## src/shared/cce_map.svh

```systemverilog
// Offsets, field positions, reset values and timing counts of the block.
`ifndef CCE_MAP_SVH
`define CCE_MAP_SVH
`define CCE_ADDR_CTRL     8'h40
`define CCE_ADDR_TRIG     8'h41
`define CCE_ADDR_RESP     8'h42
`define CCE_ADDR_THR      8'h43
`define CCE_RST_CTRL      8'h01
`define CCE_RST_TRIG      8'h00
`define CCE_RST_RESP      8'h00
`define CCE_RST_THR       8'h00
`define CCE_MASK_CTRL     8'h3D
`define CCE_MASK_TRIG     8'h7F
`define CCE_MASK_THR      8'h3F
`define CCE_MAG_LSB       4
`define CCE_MAG_BAD       4'hF
`define CCE_CLK_MHZ       250
`define CCE_TICK_US       1000
`define CCE_TD0_MS        7'h00
`define CCE_TD1_MS        7'h01
`define CCE_TD2_MS        7'h05
`define CCE_TD3_MS        7'h0A
`define CCE_TD4_MS        7'h14
`define CCE_TD5_MS        7'h28
`define CCE_TD6_MS        7'h50
`define CCE_TD7_MS        7'h64
`define CCE_TO0_MS        14'h0320
`define CCE_TO1_MS        14'h0640
`define CCE_TO2_MS        14'h1900
`define CCE_TO3_MS        14'h3200
`endif

```

## src/shared/cce_pkg.sv

```systemverilog
// Types shared by the custom charger emulation configuration block.
package cce_pkg;
  typedef struct packed {
    logic [1:0] unused;
    logic       custom_timeout_disable;
    logic [1:0] custom_timeout_select;
    logic       custom_order_first;
    logic       reserved;
    logic       custom_profile_disable;
  } cce_ctrl_s;
  typedef struct packed {
    logic       unused;
    logic       stim1_timer_type;
    logic [2:0] stim1_delay_select;
    logic [2:0] stim1_trigger_select;
  } cce_trig_s;
  typedef struct packed {
    logic [3:0] stim1_response_magnitude;
    logic [3:0] stim1_response_select;
  } cce_resp_s;
  typedef struct packed {
    logic [1:0] unused;
    logic [1:0] stim1_pulldown_current;
    logic [3:0] stim1_threshold;
  } cce_thr_s;
  typedef struct packed {
    logic vbus_ready;
    logic vbus_present;
    logic dp_above_th;
    logic dm_above_th;
    logic dp_above_floor;
    logic ibus_above_chg;
  } cce_sense_s;
  typedef enum logic [2:0] {
    CCE_IDLE, CCE_ARM, CCE_DELAY, CCE_HOLD, CCE_DONE, CCE_ACCEPT
  } cce_state_e;
endpackage

```

## src/design/cce_config.sv

```systemverilog
// Custom charger emulation registers and stimulus 1 response engine.
`timescale 1ns/1ps
`default_nettype none
`include "cce_map.svh"

// Functional notes
// - Register contents survive sleep; only the reset clears them.
// - Profile is three stimuli each with its own response on data lines.
// - Custom timeout disable stops the timeout; global disable stops it too.
// - Ordering bit 1 puts the custom profile first, 0 last.
// - Profile disable bit excludes the profile; resets to one.
// - Reserved control bit reads zero; software never writes one.
// - Timer type 1 holds response for the timer; 0 delays it.
// - Delay field decodes to 0,1,5,10,20,40,80,100 milliseconds.
// - Trigger 000/111 bus voltage, 001/110 positive line, 011 negative.
// - Trigger 010 is a window on the positive line above a fixed floor.
// - Trigger codes 100 and 101 define no stimulus.
// - A write with magnitude 1111 is rejected, register unchanged.
// - Voltage responses read magnitude as voltage, 0000 meaning pull-down.
// - Resistor responses read magnitude as resistor value.
// - Divider responses read magnitude as minimum divider resistance.
// - Response select picks voltage, resistor, divider, link or removal.
// - Codes 1110/1111 keep reset pull-downs on 000, drop them on 111.
// - On trigger 000, untargeted lines keep their reset pull-downs.
// - Pull-down current field applies when a voltage response is pull-down.
// - Threshold field drives data-line comparators, unused for 000/111.
module cce_config #(
  parameter int TICK_CYCLES = `CCE_TICK_US * `CCE_CLK_MHZ
) (
  input  wire logic              clk,
  input  wire logic              rst_b,
  input  wire logic [7:0]        reg_addr,
  input  wire logic [7:0]        reg_wdata,
  input  wire logic              reg_wr,
  input  wire logic              reg_rd,
  output logic      [7:0]        reg_rdata,
  input  wire logic              global_timeout_disable,
  input  wire logic              profile_start,
  input  wire logic              profile_stop,
  input  wire cce_pkg::cce_sense_s sense_pins,
  output logic                   custom_enabled,
  output logic                   custom_order_first,
  output logic                   stim_detected,
  output logic                   response_active,
  output logic [3:0]             response_select,
  output logic [3:0]             response_magnitude,
  output logic [1:0]             pulldown_current,
  output logic                   pulldown_mode,
  output logic [3:0]             threshold,
  output logic                   threshold_used,
  output logic                   dp_reset_pulldown,
  output logic                   dm_reset_pulldown,
  output logic                   profile_accepted,
  output logic                   timeout_expired
);
  cce_pkg::cce_ctrl_s  ctrl, next_ctrl;
  cce_pkg::cce_trig_s  trig, next_trig;
  cce_pkg::cce_resp_s  resp, next_resp;
  cce_pkg::cce_thr_s   thr, next_thr;
  logic [7:0]          next_rdata;
  cce_pkg::cce_sense_s s1, s2, s3, sense, next_sense;
  cce_pkg::cce_state_e state, next_state;
  logic [17:0]         tick_cnt, next_tick_cnt;
  logic [6:0]          td_cnt, next_td_cnt;
  logic [13:0]         to_cnt, next_to_cnt;
  logic                next_active, next_dp_pd, next_dm_pd;
  logic                next_accepted, next_expired;
  logic                ms_tick, hit, timeout_on, engaged;
  logic [6:0]          td_ms;
  logic [13:0]         to_ms;
  logic                tgt_dp, tgt_dm, keep_code;

  localparam logic [17:0] TICK_LAST = 18'(TICK_CYCLES - 1);

  // Register writes and reads; sleep has no reset path here.
  always_comb begin
    next_ctrl  = ctrl;
    next_trig  = trig;
    next_resp  = resp;
    next_thr   = thr;
    next_rdata = 8'h00;
    if (reg_wr) begin
      case (reg_addr)
        `CCE_ADDR_CTRL: next_ctrl = reg_wdata & `CCE_MASK_CTRL;
        `CCE_ADDR_TRIG: next_trig = reg_wdata & `CCE_MASK_TRIG;
        `CCE_ADDR_RESP: begin
          if (reg_wdata[7:`CCE_MAG_LSB] != `CCE_MAG_BAD) begin
            next_resp = reg_wdata;
          end
        end
        `CCE_ADDR_THR:  next_thr = reg_wdata & `CCE_MASK_THR;
        default: ;
      endcase
    end
    if (reg_rd) begin
      case (reg_addr)
        `CCE_ADDR_CTRL: next_rdata = ctrl;
        `CCE_ADDR_TRIG: next_rdata = trig;
        `CCE_ADDR_RESP: next_rdata = resp;
        `CCE_ADDR_THR:  next_rdata = thr;
        default:        next_rdata = 8'h00;
      endcase
    end else begin
      next_rdata = reg_rdata;
    end
  end

  always_ff @(posedge clk or negedge rst_b) begin
    if (!rst_b) begin
      ctrl      <= `CCE_RST_CTRL;
      trig      <= `CCE_RST_TRIG;
      resp      <= `CCE_RST_RESP;
      thr       <= `CCE_RST_THR;
      reg_rdata <= 8'h00;
    end else begin
      ctrl      <= next_ctrl;
      trig      <= next_trig;
      resp      <= next_resp;
      thr       <= next_thr;
      reg_rdata <= next_rdata;
    end
  end

  // Analog comparator levels pass three flops; a change counts on agreement.
  always_comb begin
    next_sense = sense;
    if (s2 == s3) begin
      next_sense = s3;
    end
  end

  always_ff @(posedge clk or negedge rst_b) begin
    if (!rst_b) begin
      s1    <= '0;
      s2    <= '0;
      s3    <= '0;
      sense <= '0;
    end else begin
      s1    <= sense_pins;
      s2    <= s1;
      s3    <= s2;
      sense <= next_sense;
    end
  end

  // Stimulus decode.
  always_comb begin
    case (trig.stim1_trigger_select)
      3'h0:    stim_detected = sense.vbus_ready;
      3'h1:    stim_detected = sense.dp_above_th;
      3'h2:    stim_detected = !sense.dp_above_th && sense.dp_above_floor;
      3'h3:    stim_detected = sense.dm_above_th;
      3'h6:    stim_detected = sense.dp_above_th;
      3'h7:    stim_detected = sense.vbus_present;
      default: stim_detected = 1'b0;
    endcase
  end

  // Delay and timeout lookups.
  always_comb begin
    case (trig.stim1_delay_select)
      3'h0:    td_ms = `CCE_TD0_MS;
      3'h1:    td_ms = `CCE_TD1_MS;
      3'h2:    td_ms = `CCE_TD2_MS;
      3'h3:    td_ms = `CCE_TD3_MS;
      3'h4:    td_ms = `CCE_TD4_MS;
      3'h5:    td_ms = `CCE_TD5_MS;
      3'h6:    td_ms = `CCE_TD6_MS;
      default: td_ms = `CCE_TD7_MS;
    endcase
    case (ctrl.custom_timeout_select)
      2'h0:    to_ms = `CCE_TO0_MS;
      2'h1:    to_ms = `CCE_TO1_MS;
      2'h2:    to_ms = `CCE_TO2_MS;
      default: to_ms = `CCE_TO3_MS;
    endcase
  end

  // Which lines the response claims.
  always_comb begin
    tgt_dp = 1'b0;
    tgt_dm = 1'b0;
    keep_code = 1'b0;
    case (resp.stim1_response_select)
      4'h1, 4'h4, 4'h6:       tgt_dp = 1'b1;
      4'h2, 4'h7, 4'h9:       tgt_dm = 1'b1;
      4'h3, 4'hA, 4'hC, 4'hD: begin
        tgt_dp = 1'b1;
        tgt_dm = 1'b1;
      end
      4'hE, 4'hF:             keep_code = 1'b1;
      default: ;
    endcase
  end

  // Custom disable wins over global in neither direction: either stops it.
  assign timeout_on = !(ctrl.custom_timeout_disable ||
                        global_timeout_disable);
  assign ms_tick    = (tick_cnt == TICK_LAST);
  assign hit        = ms_tick && (td_cnt + 7'h01 >= td_ms);
  assign engaged    = (state != cce_pkg::CCE_IDLE);

  always_comb begin
    next_state    = state;
    next_tick_cnt = engaged ? (ms_tick ? 18'h0 : tick_cnt + 18'h1) : 18'h0;
    next_td_cnt   = td_cnt;
    next_to_cnt   = to_cnt;
    next_active   = response_active;
    next_dp_pd    = dp_reset_pulldown;
    next_dm_pd    = dm_reset_pulldown;
    next_accepted = 1'b0;
    next_expired  = 1'b0;
    if (ms_tick && (td_cnt != 7'h7F)) begin
      next_td_cnt = td_cnt + 7'h01;
    end
    if (ms_tick && timeout_on && engaged) begin
      next_to_cnt = to_cnt + 14'h1;
    end
    case (state)
      cce_pkg::CCE_IDLE: begin
        next_active = 1'b0;
        if (profile_start && !ctrl.custom_profile_disable) begin
          next_state  = cce_pkg::CCE_ARM;
          next_to_cnt = 14'h0;
          next_dp_pd  = 1'b1;
          next_dm_pd  = 1'b1;
        end
      end
      cce_pkg::CCE_ARM: begin
        next_td_cnt = 7'h0;
        if (stim_detected) begin
          if (trig.stim1_timer_type) begin
            next_active = 1'b1;
            next_state  = cce_pkg::CCE_HOLD;
          end else begin
            next_state  = cce_pkg::CCE_DELAY;
          end
          // Reset pull-downs follow the claim on trigger 000; codes 1110/1111 keep them unless 111; other triggers drop both.
          if (keep_code) begin
            if (trig.stim1_trigger_select == 3'h7) begin
              next_dp_pd = 1'b0;
              next_dm_pd = 1'b0;
            end
          end else if (trig.stim1_trigger_select != 3'h0) begin
            next_dp_pd = 1'b0;
            next_dm_pd = 1'b0;
          end else begin
            next_dp_pd = dp_reset_pulldown && !tgt_dp;
            next_dm_pd = dm_reset_pulldown && !tgt_dm;
          end
        end
      end
      cce_pkg::CCE_DELAY: begin
        if (td_ms == 7'h0 || hit) begin
          next_active = 1'b1;
          next_state  = cce_pkg::CCE_DONE;
        end
      end
      cce_pkg::CCE_HOLD: begin
        // Held for the timer, then removed once the stimulus has gone.
        if ((td_ms == 7'h0 || hit || td_cnt >= td_ms) && !stim_detected) begin
          next_active = 1'b0;
          next_state  = cce_pkg::CCE_DONE;
        end
      end
      cce_pkg::CCE_DONE: ;
      cce_pkg::CCE_ACCEPT: ;
      default: next_state = cce_pkg::CCE_IDLE;
    endcase
    if (engaged && state != cce_pkg::CCE_ACCEPT && sense.ibus_above_chg) begin
      next_state    = cce_pkg::CCE_ACCEPT;
      next_accepted = 1'b1;
    end else if (engaged && state != cce_pkg::CCE_ACCEPT && timeout_on &&
                 to_cnt >= to_ms) begin
      next_state   = cce_pkg::CCE_IDLE;
      next_expired = 1'b1;
      next_active  = 1'b0;
    end
    if (profile_stop) begin
      next_state  = cce_pkg::CCE_IDLE;
      next_active = 1'b0;
    end
  end

  always_ff @(posedge clk or negedge rst_b) begin
    if (!rst_b) begin
      state             <= cce_pkg::CCE_IDLE;
      tick_cnt          <= 18'h0;
      td_cnt            <= 7'h0;
      to_cnt            <= 14'h0;
      response_active   <= 1'b0;
      dp_reset_pulldown <= 1'b0;
      dm_reset_pulldown <= 1'b0;
      profile_accepted  <= 1'b0;
      timeout_expired   <= 1'b0;
    end else begin
      state             <= next_state;
      tick_cnt          <= next_tick_cnt;
      td_cnt            <= next_td_cnt;
      to_cnt            <= next_to_cnt;
      response_active   <= next_active;
      dp_reset_pulldown <= next_dp_pd;
      dm_reset_pulldown <= next_dm_pd;
      profile_accepted  <= next_accepted;
      timeout_expired   <= next_expired;
    end
  end

  // Settings handed to the analog response and comparator cells.
  assign custom_enabled     = !ctrl.custom_profile_disable;
  assign custom_order_first = ctrl.custom_order_first;
  assign response_select    = resp.stim1_response_select;
  assign response_magnitude = resp.stim1_response_magnitude;
  assign pulldown_current   = thr.stim1_pulldown_current;
  assign pulldown_mode      = response_active &&
    (resp.stim1_response_select inside {4'h1, 4'h2, 4'h3}) &&
    (resp.stim1_response_magnitude == 4'h0);
  assign threshold          = thr.stim1_threshold;
  assign threshold_used     = !(trig.stim1_trigger_select inside
                                {3'h0, 3'h7});

  chk_mag_reject: assert property (@(posedge clk) disable iff (!rst_b)
    reg_wr && reg_addr == `CCE_ADDR_RESP && reg_wdata[7:4] == 4'hF
    |=> $stable(resp)) else $error("bad magnitude was accepted");
  chk_rsv_zero: assert property (@(posedge clk) disable iff (!rst_b)
    reg_rd && reg_addr == `CCE_ADDR_CTRL |=> reg_rdata[1] == 1'b0)
    else $error("reserved bit read as one");
  chk_unimpl_zero: assert property (@(posedge clk) disable iff (!rst_b)
    reg_rd && reg_addr == `CCE_ADDR_THR |=> reg_rdata[7:6] == 2'h0)
    else $error("unimplemented bits read as one");
  chk_disabled_idle: assert property (@(posedge clk) disable iff (!rst_b)
    state == cce_pkg::CCE_IDLE && ctrl.custom_profile_disable
    |=> state == cce_pkg::CCE_IDLE) else $error("disabled profile ran");
  chk_to_frozen: assert property (@(posedge clk) disable iff (!rst_b)
    !timeout_on |=> !timeout_expired) else $error("timeout while disabled");
  chk_accept: assert property (@(posedge clk) disable iff (!rst_b)
    engaged && state != cce_pkg::CCE_ACCEPT && sense.ibus_above_chg &&
    !profile_stop |=> profile_accepted && state == cce_pkg::CCE_ACCEPT)
    else $error("charge current not accepted");
  chk_hold_apply: assert property (@(posedge clk) disable iff (!rst_b)
    state == cce_pkg::CCE_ARM && stim_detected && trig.stim1_timer_type &&
    !profile_stop && !sense.ibus_above_chg && !(timeout_on && to_cnt >= to_ms)
    |=> response_active) else $error("hold response not immediate");
  chk_delay_wait: assert property (@(posedge clk) disable iff (!rst_b)
    state == cce_pkg::CCE_DELAY && td_ms != 7'h0 && !hit
    |=> !response_active) else $error("delayed response too early");
  chk_window: assert property (@(posedge clk) disable iff (!rst_b)
    trig.stim1_trigger_select == 3'h2 && sense.dp_above_th
    |-> !stim_detected) else $error("window passed above threshold");
  chk_rsv_trig: assert property (@(posedge clk) disable iff (!rst_b)
    trig.stim1_trigger_select inside {3'h4, 3'h5} |-> !stim_detected)
    else $error("reserved trigger detected");
endmodule
`default_nettype wire

```

## config.mk

```make
export PLATFORM = sky130hd
export DESIGN_NAME = cce_config
export DESIGN_NICKNAME = d
export VERILOG_FILES = /design/src/shared/cce_pkg.sv /design/src/design/cce_config.sv
export VERILOG_INCLUDE_DIRS = /design/src /design/src/shared
export SDC_FILE = /design/constraint.sdc
export NUM_CORES = 1
export LEC_CHECK = 0
export BUFFER_PORTS_ARGS = -buffer_cell sky130_fd_sc_hd__buf_2
export CAP_MARGIN = 20
export CELL_PAD_IN_SITES_DETAIL_PLACEMENT = 1
export CELL_PAD_IN_SITES_GLOBAL_PLACEMENT = 2
export CORE_MARGIN = 1
export CORE_UTILIZATION = 30
export CTS_CLUSTER_SIZE = 20
export DETAILED_ROUTE_END_ITERATION = 10
export HOLD_SLACK_MARGIN = 0.03
export PLACE_DENSITY = 0.78
export SYNTH_ARGS = -nofsm -noshare
export SYNTH_HDL_FRONTEND = slang
export SYNTH_SLANG_ARGS = --single-unit
```

## constraint.sdc

```tcl
create_clock -name clk -period 2.8 [get_ports clk]
set_input_delay 0.56 -clock clk [delete_from_list [all_inputs] [get_ports clk]]
set_output_delay 0.56 -clock clk [all_outputs]
set_load 0.1 [all_outputs]
```

==> flow_summary.json <==
{
  "tightest_slew_ns": 0.788,
  "required_ns": 3.05,
  "cts_hold_buf": 0,
  "synth_fa_ha_area_share_pct": 5.94,
  "synth_mux_area_share_pct": 9.16,
  "pwr-share-clk_pct": 32.0,
  "drv_cap": 0,
  "synth-seq-cells": 105,
  "synth_cell_types": 65,
  "fmax_mhz": 360,
  "wire_per_inst_um": 16.5,
  "total_power_mw": 3.96,
  "ys_dominant_reg_cell": "dfrtp_1",
  "die_x_um": 137,
  "pwr-share-comb_pct": 23.5,
  "synth_fp_nets": 569,
  "period_minus_slack_ns": 2.78,
  "outcome": "finished, violations left",
  "crit_chain": "and3_4, and3_4, xor2_2, ha_1, a21o_1, a211oi_2, o31ai_2, a32o_2, a211oi_2, mux2_2",
  "synthToLayoutAreaGrowth_pct": 19.0,
  "num_io_pins": 61,
  "r2r_start": "td_cnt[1]",
  "clock_skew_ns": 0.0112,
  "cts_num_sinks": 105,
  "gr-total-overflow": 0,
  "wl_um": 13600,
  "leakagePower_nw": 3.01,
  "clockRootBuffer": "clkbuf_16",
  "synthXorXnorAreaFrac_pct": 7.52,
  "p_sw_share_pct": 35.8,
  "dr.pass1.iters": 7,
  "finalCritPeriodShare_pct": 99.3,
  "tritoncts.num_buffers": 9,
  "clock_latency_ns": 0.36,
  "grt_pass1_wl_um": 22300,
  "drv_slew": 0,
  "syn_area_per_cell_um2": 10.7,
  "rsz0062_at_grt": "true",
  "post_synth_and_or_nand_nor_area_fraction_pct": 17.5,
  "dp_slack_ns": 0.0223,
  "slowest_delay_ns": 0.45,
  "ir_drop_v": 0.000459,
  "rr_endpoint": "state[0]",
  "antenna_left": 0,
  "cts_tree": "yes",
  "critical_path_class": "reg -> reg",
  "synth_edf_count": 0,
  "crit_path_max_fanout": 4,
  "reg2reg_depth": 10,
  "drtIter0Drc": 150,
  "final_net_count": 641,
  "hp-class": "in -> async",
  "dp_hpwl_um": 10200,
  "synth_compound_area_share_pct": 8.36,
  "cp_slowest_cell": "dfrtp_2",
  "synth_area_um2": 5480,
  "antenna_cells": 0,
  "start_kind": "flip-flop",
  "finalWorstSetupSlack_ns": 0.0208,
  "yosysSeqAreaShare_pct": 48.0,
  "antenna_found_initial": 1,
  "arrival_ns": 3.03,
  "initial_utilization_pct": 30.6,
  "powerDensity_nw_per_um2": 608,
  "cts.path.max_buffers": 2,
  "finalHoldViolCount": 0,
  "std_cell_rows": 49,
  "seq_power_share_pct": 44.5,
  "htreeDepth": 3,
  "viasPerCell": 4.97,
  "core_um2": 17900,
  "async_flop_share_pct": 100,
  "endpoint_kind": "flip-flop",
  "critPathLaunch": "td_cnt[1]",
  "synthCells": 514,
  "relSlewSlack_pct": 47.1,
  "violations": "DRC",
  "portBuffers": 60,
  "vias": 4076,
  "die_h_um": 137,
  "grt_max_degree": 57,
  "synth_top_family_by_area": "simple AND/OR/NAND/NOR gates",
  "p_int_mw": 2.54,
  "dieArea_um2": 18800,
  "gp_congestion": 0.853,
  "reg2reg_slack_ns": 0.02,
  "drc": 2,
  "setup_viol": 0,
  "yosys_warnings": 0,
  "endpoint": "state[0]",
  "grt_pass1_vias": 4345,
  "clk_pin_slew_ns": 0.08,
  "p_sw_mw": 1.42,
  "grt.total_usage_pct": 15.3,
  "layout-drive-gt1-share_pct": 27.2
}
==> layer usage <==
metal	wire length (um)	part of all wire (%)	track usage [%]
met1	6210	46	19.5
met2	6740	50	26.2
met3	501	3.7	3.81
met4	104	0.77	3.42
met5	10	0.074	0
==> registers in the layout (all words and copies together), names as in the netlist <==
name                count
sense                   6
dp_reset_pulldown       1
trig                    7
response_select         4
pulldown_current        2
timeout_expired         1
s3                      6
to_cnt                 14
response_active         1
response_magnitude      4
td_cnt                  7
s1                      6
state                   3
profile_accepted        1
s2                      6
reg_rdata               8
dm_reset_pulldown       1
custom_order_first      1
tick_cnt               18
ctrl                    4
threshold               4
==> cell usage in the layout, fill, tap and decap left out, types with 17 or more instances in the layout <==
master   instances
nand2_1         32
nor2_1          58
mux2_2          31
buf_4           20
dfrtp_1        101
xnor2_1         24
buf_2           58
xor2_1          22
o21ai_0         17
nand3_1         19
inv_1           28
ha_1            25
==> power by group through the flow <==
stage | registers (mW) | clock network, mW | logic, mW
final | 1.76 | 1.27 | 0.930
after global routing | 1.78 | 1.36 | 1.01
after CTS | 1.76 | 1.31 | 0.927
after detailed placement | 1.79 | 0 | 0.921
after global placement | 1.79 | 0 | 0.899
after floorplan | 1.93 | 0 | 0.509
==> logic make-up (layout without fill, tap and decap cells) <==
group                    count (synthesis)  count (layout)
adder cells (fa/ha/maj)                 26              26
AND/OR/NAND/NOR                        186             186
XOR/XNOR                                47              47
buffers and inverters                   48             125
AO/OA/AOI/OAI                           62              62
multiplexers                            40              40
flip-flops                             105             105
==> what timing repair did <==
action / CTS / global route
setup endpoints to repair: 1 / 4
setup buffers: 0 / 4
resized for setup: 2 / 12
pin swaps: 0 / 6
==> stage by stage <==
stage	cell area, um2	utilization [%]	hold slack (ns)	TNS [ns]	instances
after floorplan	5500	-	0.264	-0.188	514
after global placement	6140	34.3	0.332	0	800
after detailed placement	6140	34.3	0.337	0	800
after CTS	6440	36.0	0.0567	0	816
after global routing	6520	36.4	0.0561	-0.0802	820
final	6520	36.4	0.0580	0	820
==> synth_stat cells, types with 3 or more instances <==
cell / n / share of area, %
nor4_1: 4 / 0.46
nand3_1: 19 / 1.7
mux2_2: 31 / 6.4
nor3_1: 14 / 1.3
mux4_2: 5 / 2.1
and3_1: 17 / 1.9
a211oi_1: 3 / 0.41
dfrtp_1: 104 / 48
nor4b_1: 4 / 0.64
a21oi_1: 8 / 0.73
inv_1: 28 / 1.9
xor2_1: 23 / 3.7
o22ai_1: 5 / 0.57
nor2_1: 58 / 4.0
nand2b_1: 7 / 0.80
clkbuf_1: 13 / 0.89
nand4_1: 10 / 1.1
xnor2_1: 24 / 3.8
o21a_1: 3 / 0.41
buf_2: 4 / 0.37
mux2i_1: 4 / 0.73
nand2_1: 32 / 2.2
ha_1: 26 / 5.9
o21ai_0: 17 / 1.6
==> cell type report <==
| class | instances | area [um2] |
|---|---|---|
| fillers | 2025 | 11400 |
| multi-input cells | 361 | 2730 |
| flip-flops and latches | 105 | 2630 |
| repair buffers | 80 | 468 |
| well taps | 229 | 287 |
| clock buffers | 9 | 225 |
| inverters | 29 | 110 |
| clock inverters | 7 | 67.6 |
==> worst max-delay path, delay by kind of cell (launching register included) <==
kind            cells  cell delay (ns)
flops               1             0.45
compound gates      5             1.05
fa+ha+maj           1             0.31
simple gates        2             0.37
mux                 1             0.36
xor+xnor            1             0.14
==> how the worst min path moves through the flow <==
| stage | startpoint | slack [ns] | to | cells past startpoint |
|---|---|---|---|---|
| after floorplan | rst_b | 0.26 | ctrl[3] | 0 |
| after global placement | s1[2] | 0.33 | s2[2] | 0 |
| after detailed placement | s1[0] | 0.34 | s2[0] | 0 |
| after CTS | rst_b | 0.06 | s1[1] | 1 |
| after global routing | rst_b | 0.06 | s1[3] | 1 |
| final | rst_b | 0.06 | s1[3] | 1 |
No activity file was read; power rests on OpenSTA's default activity.
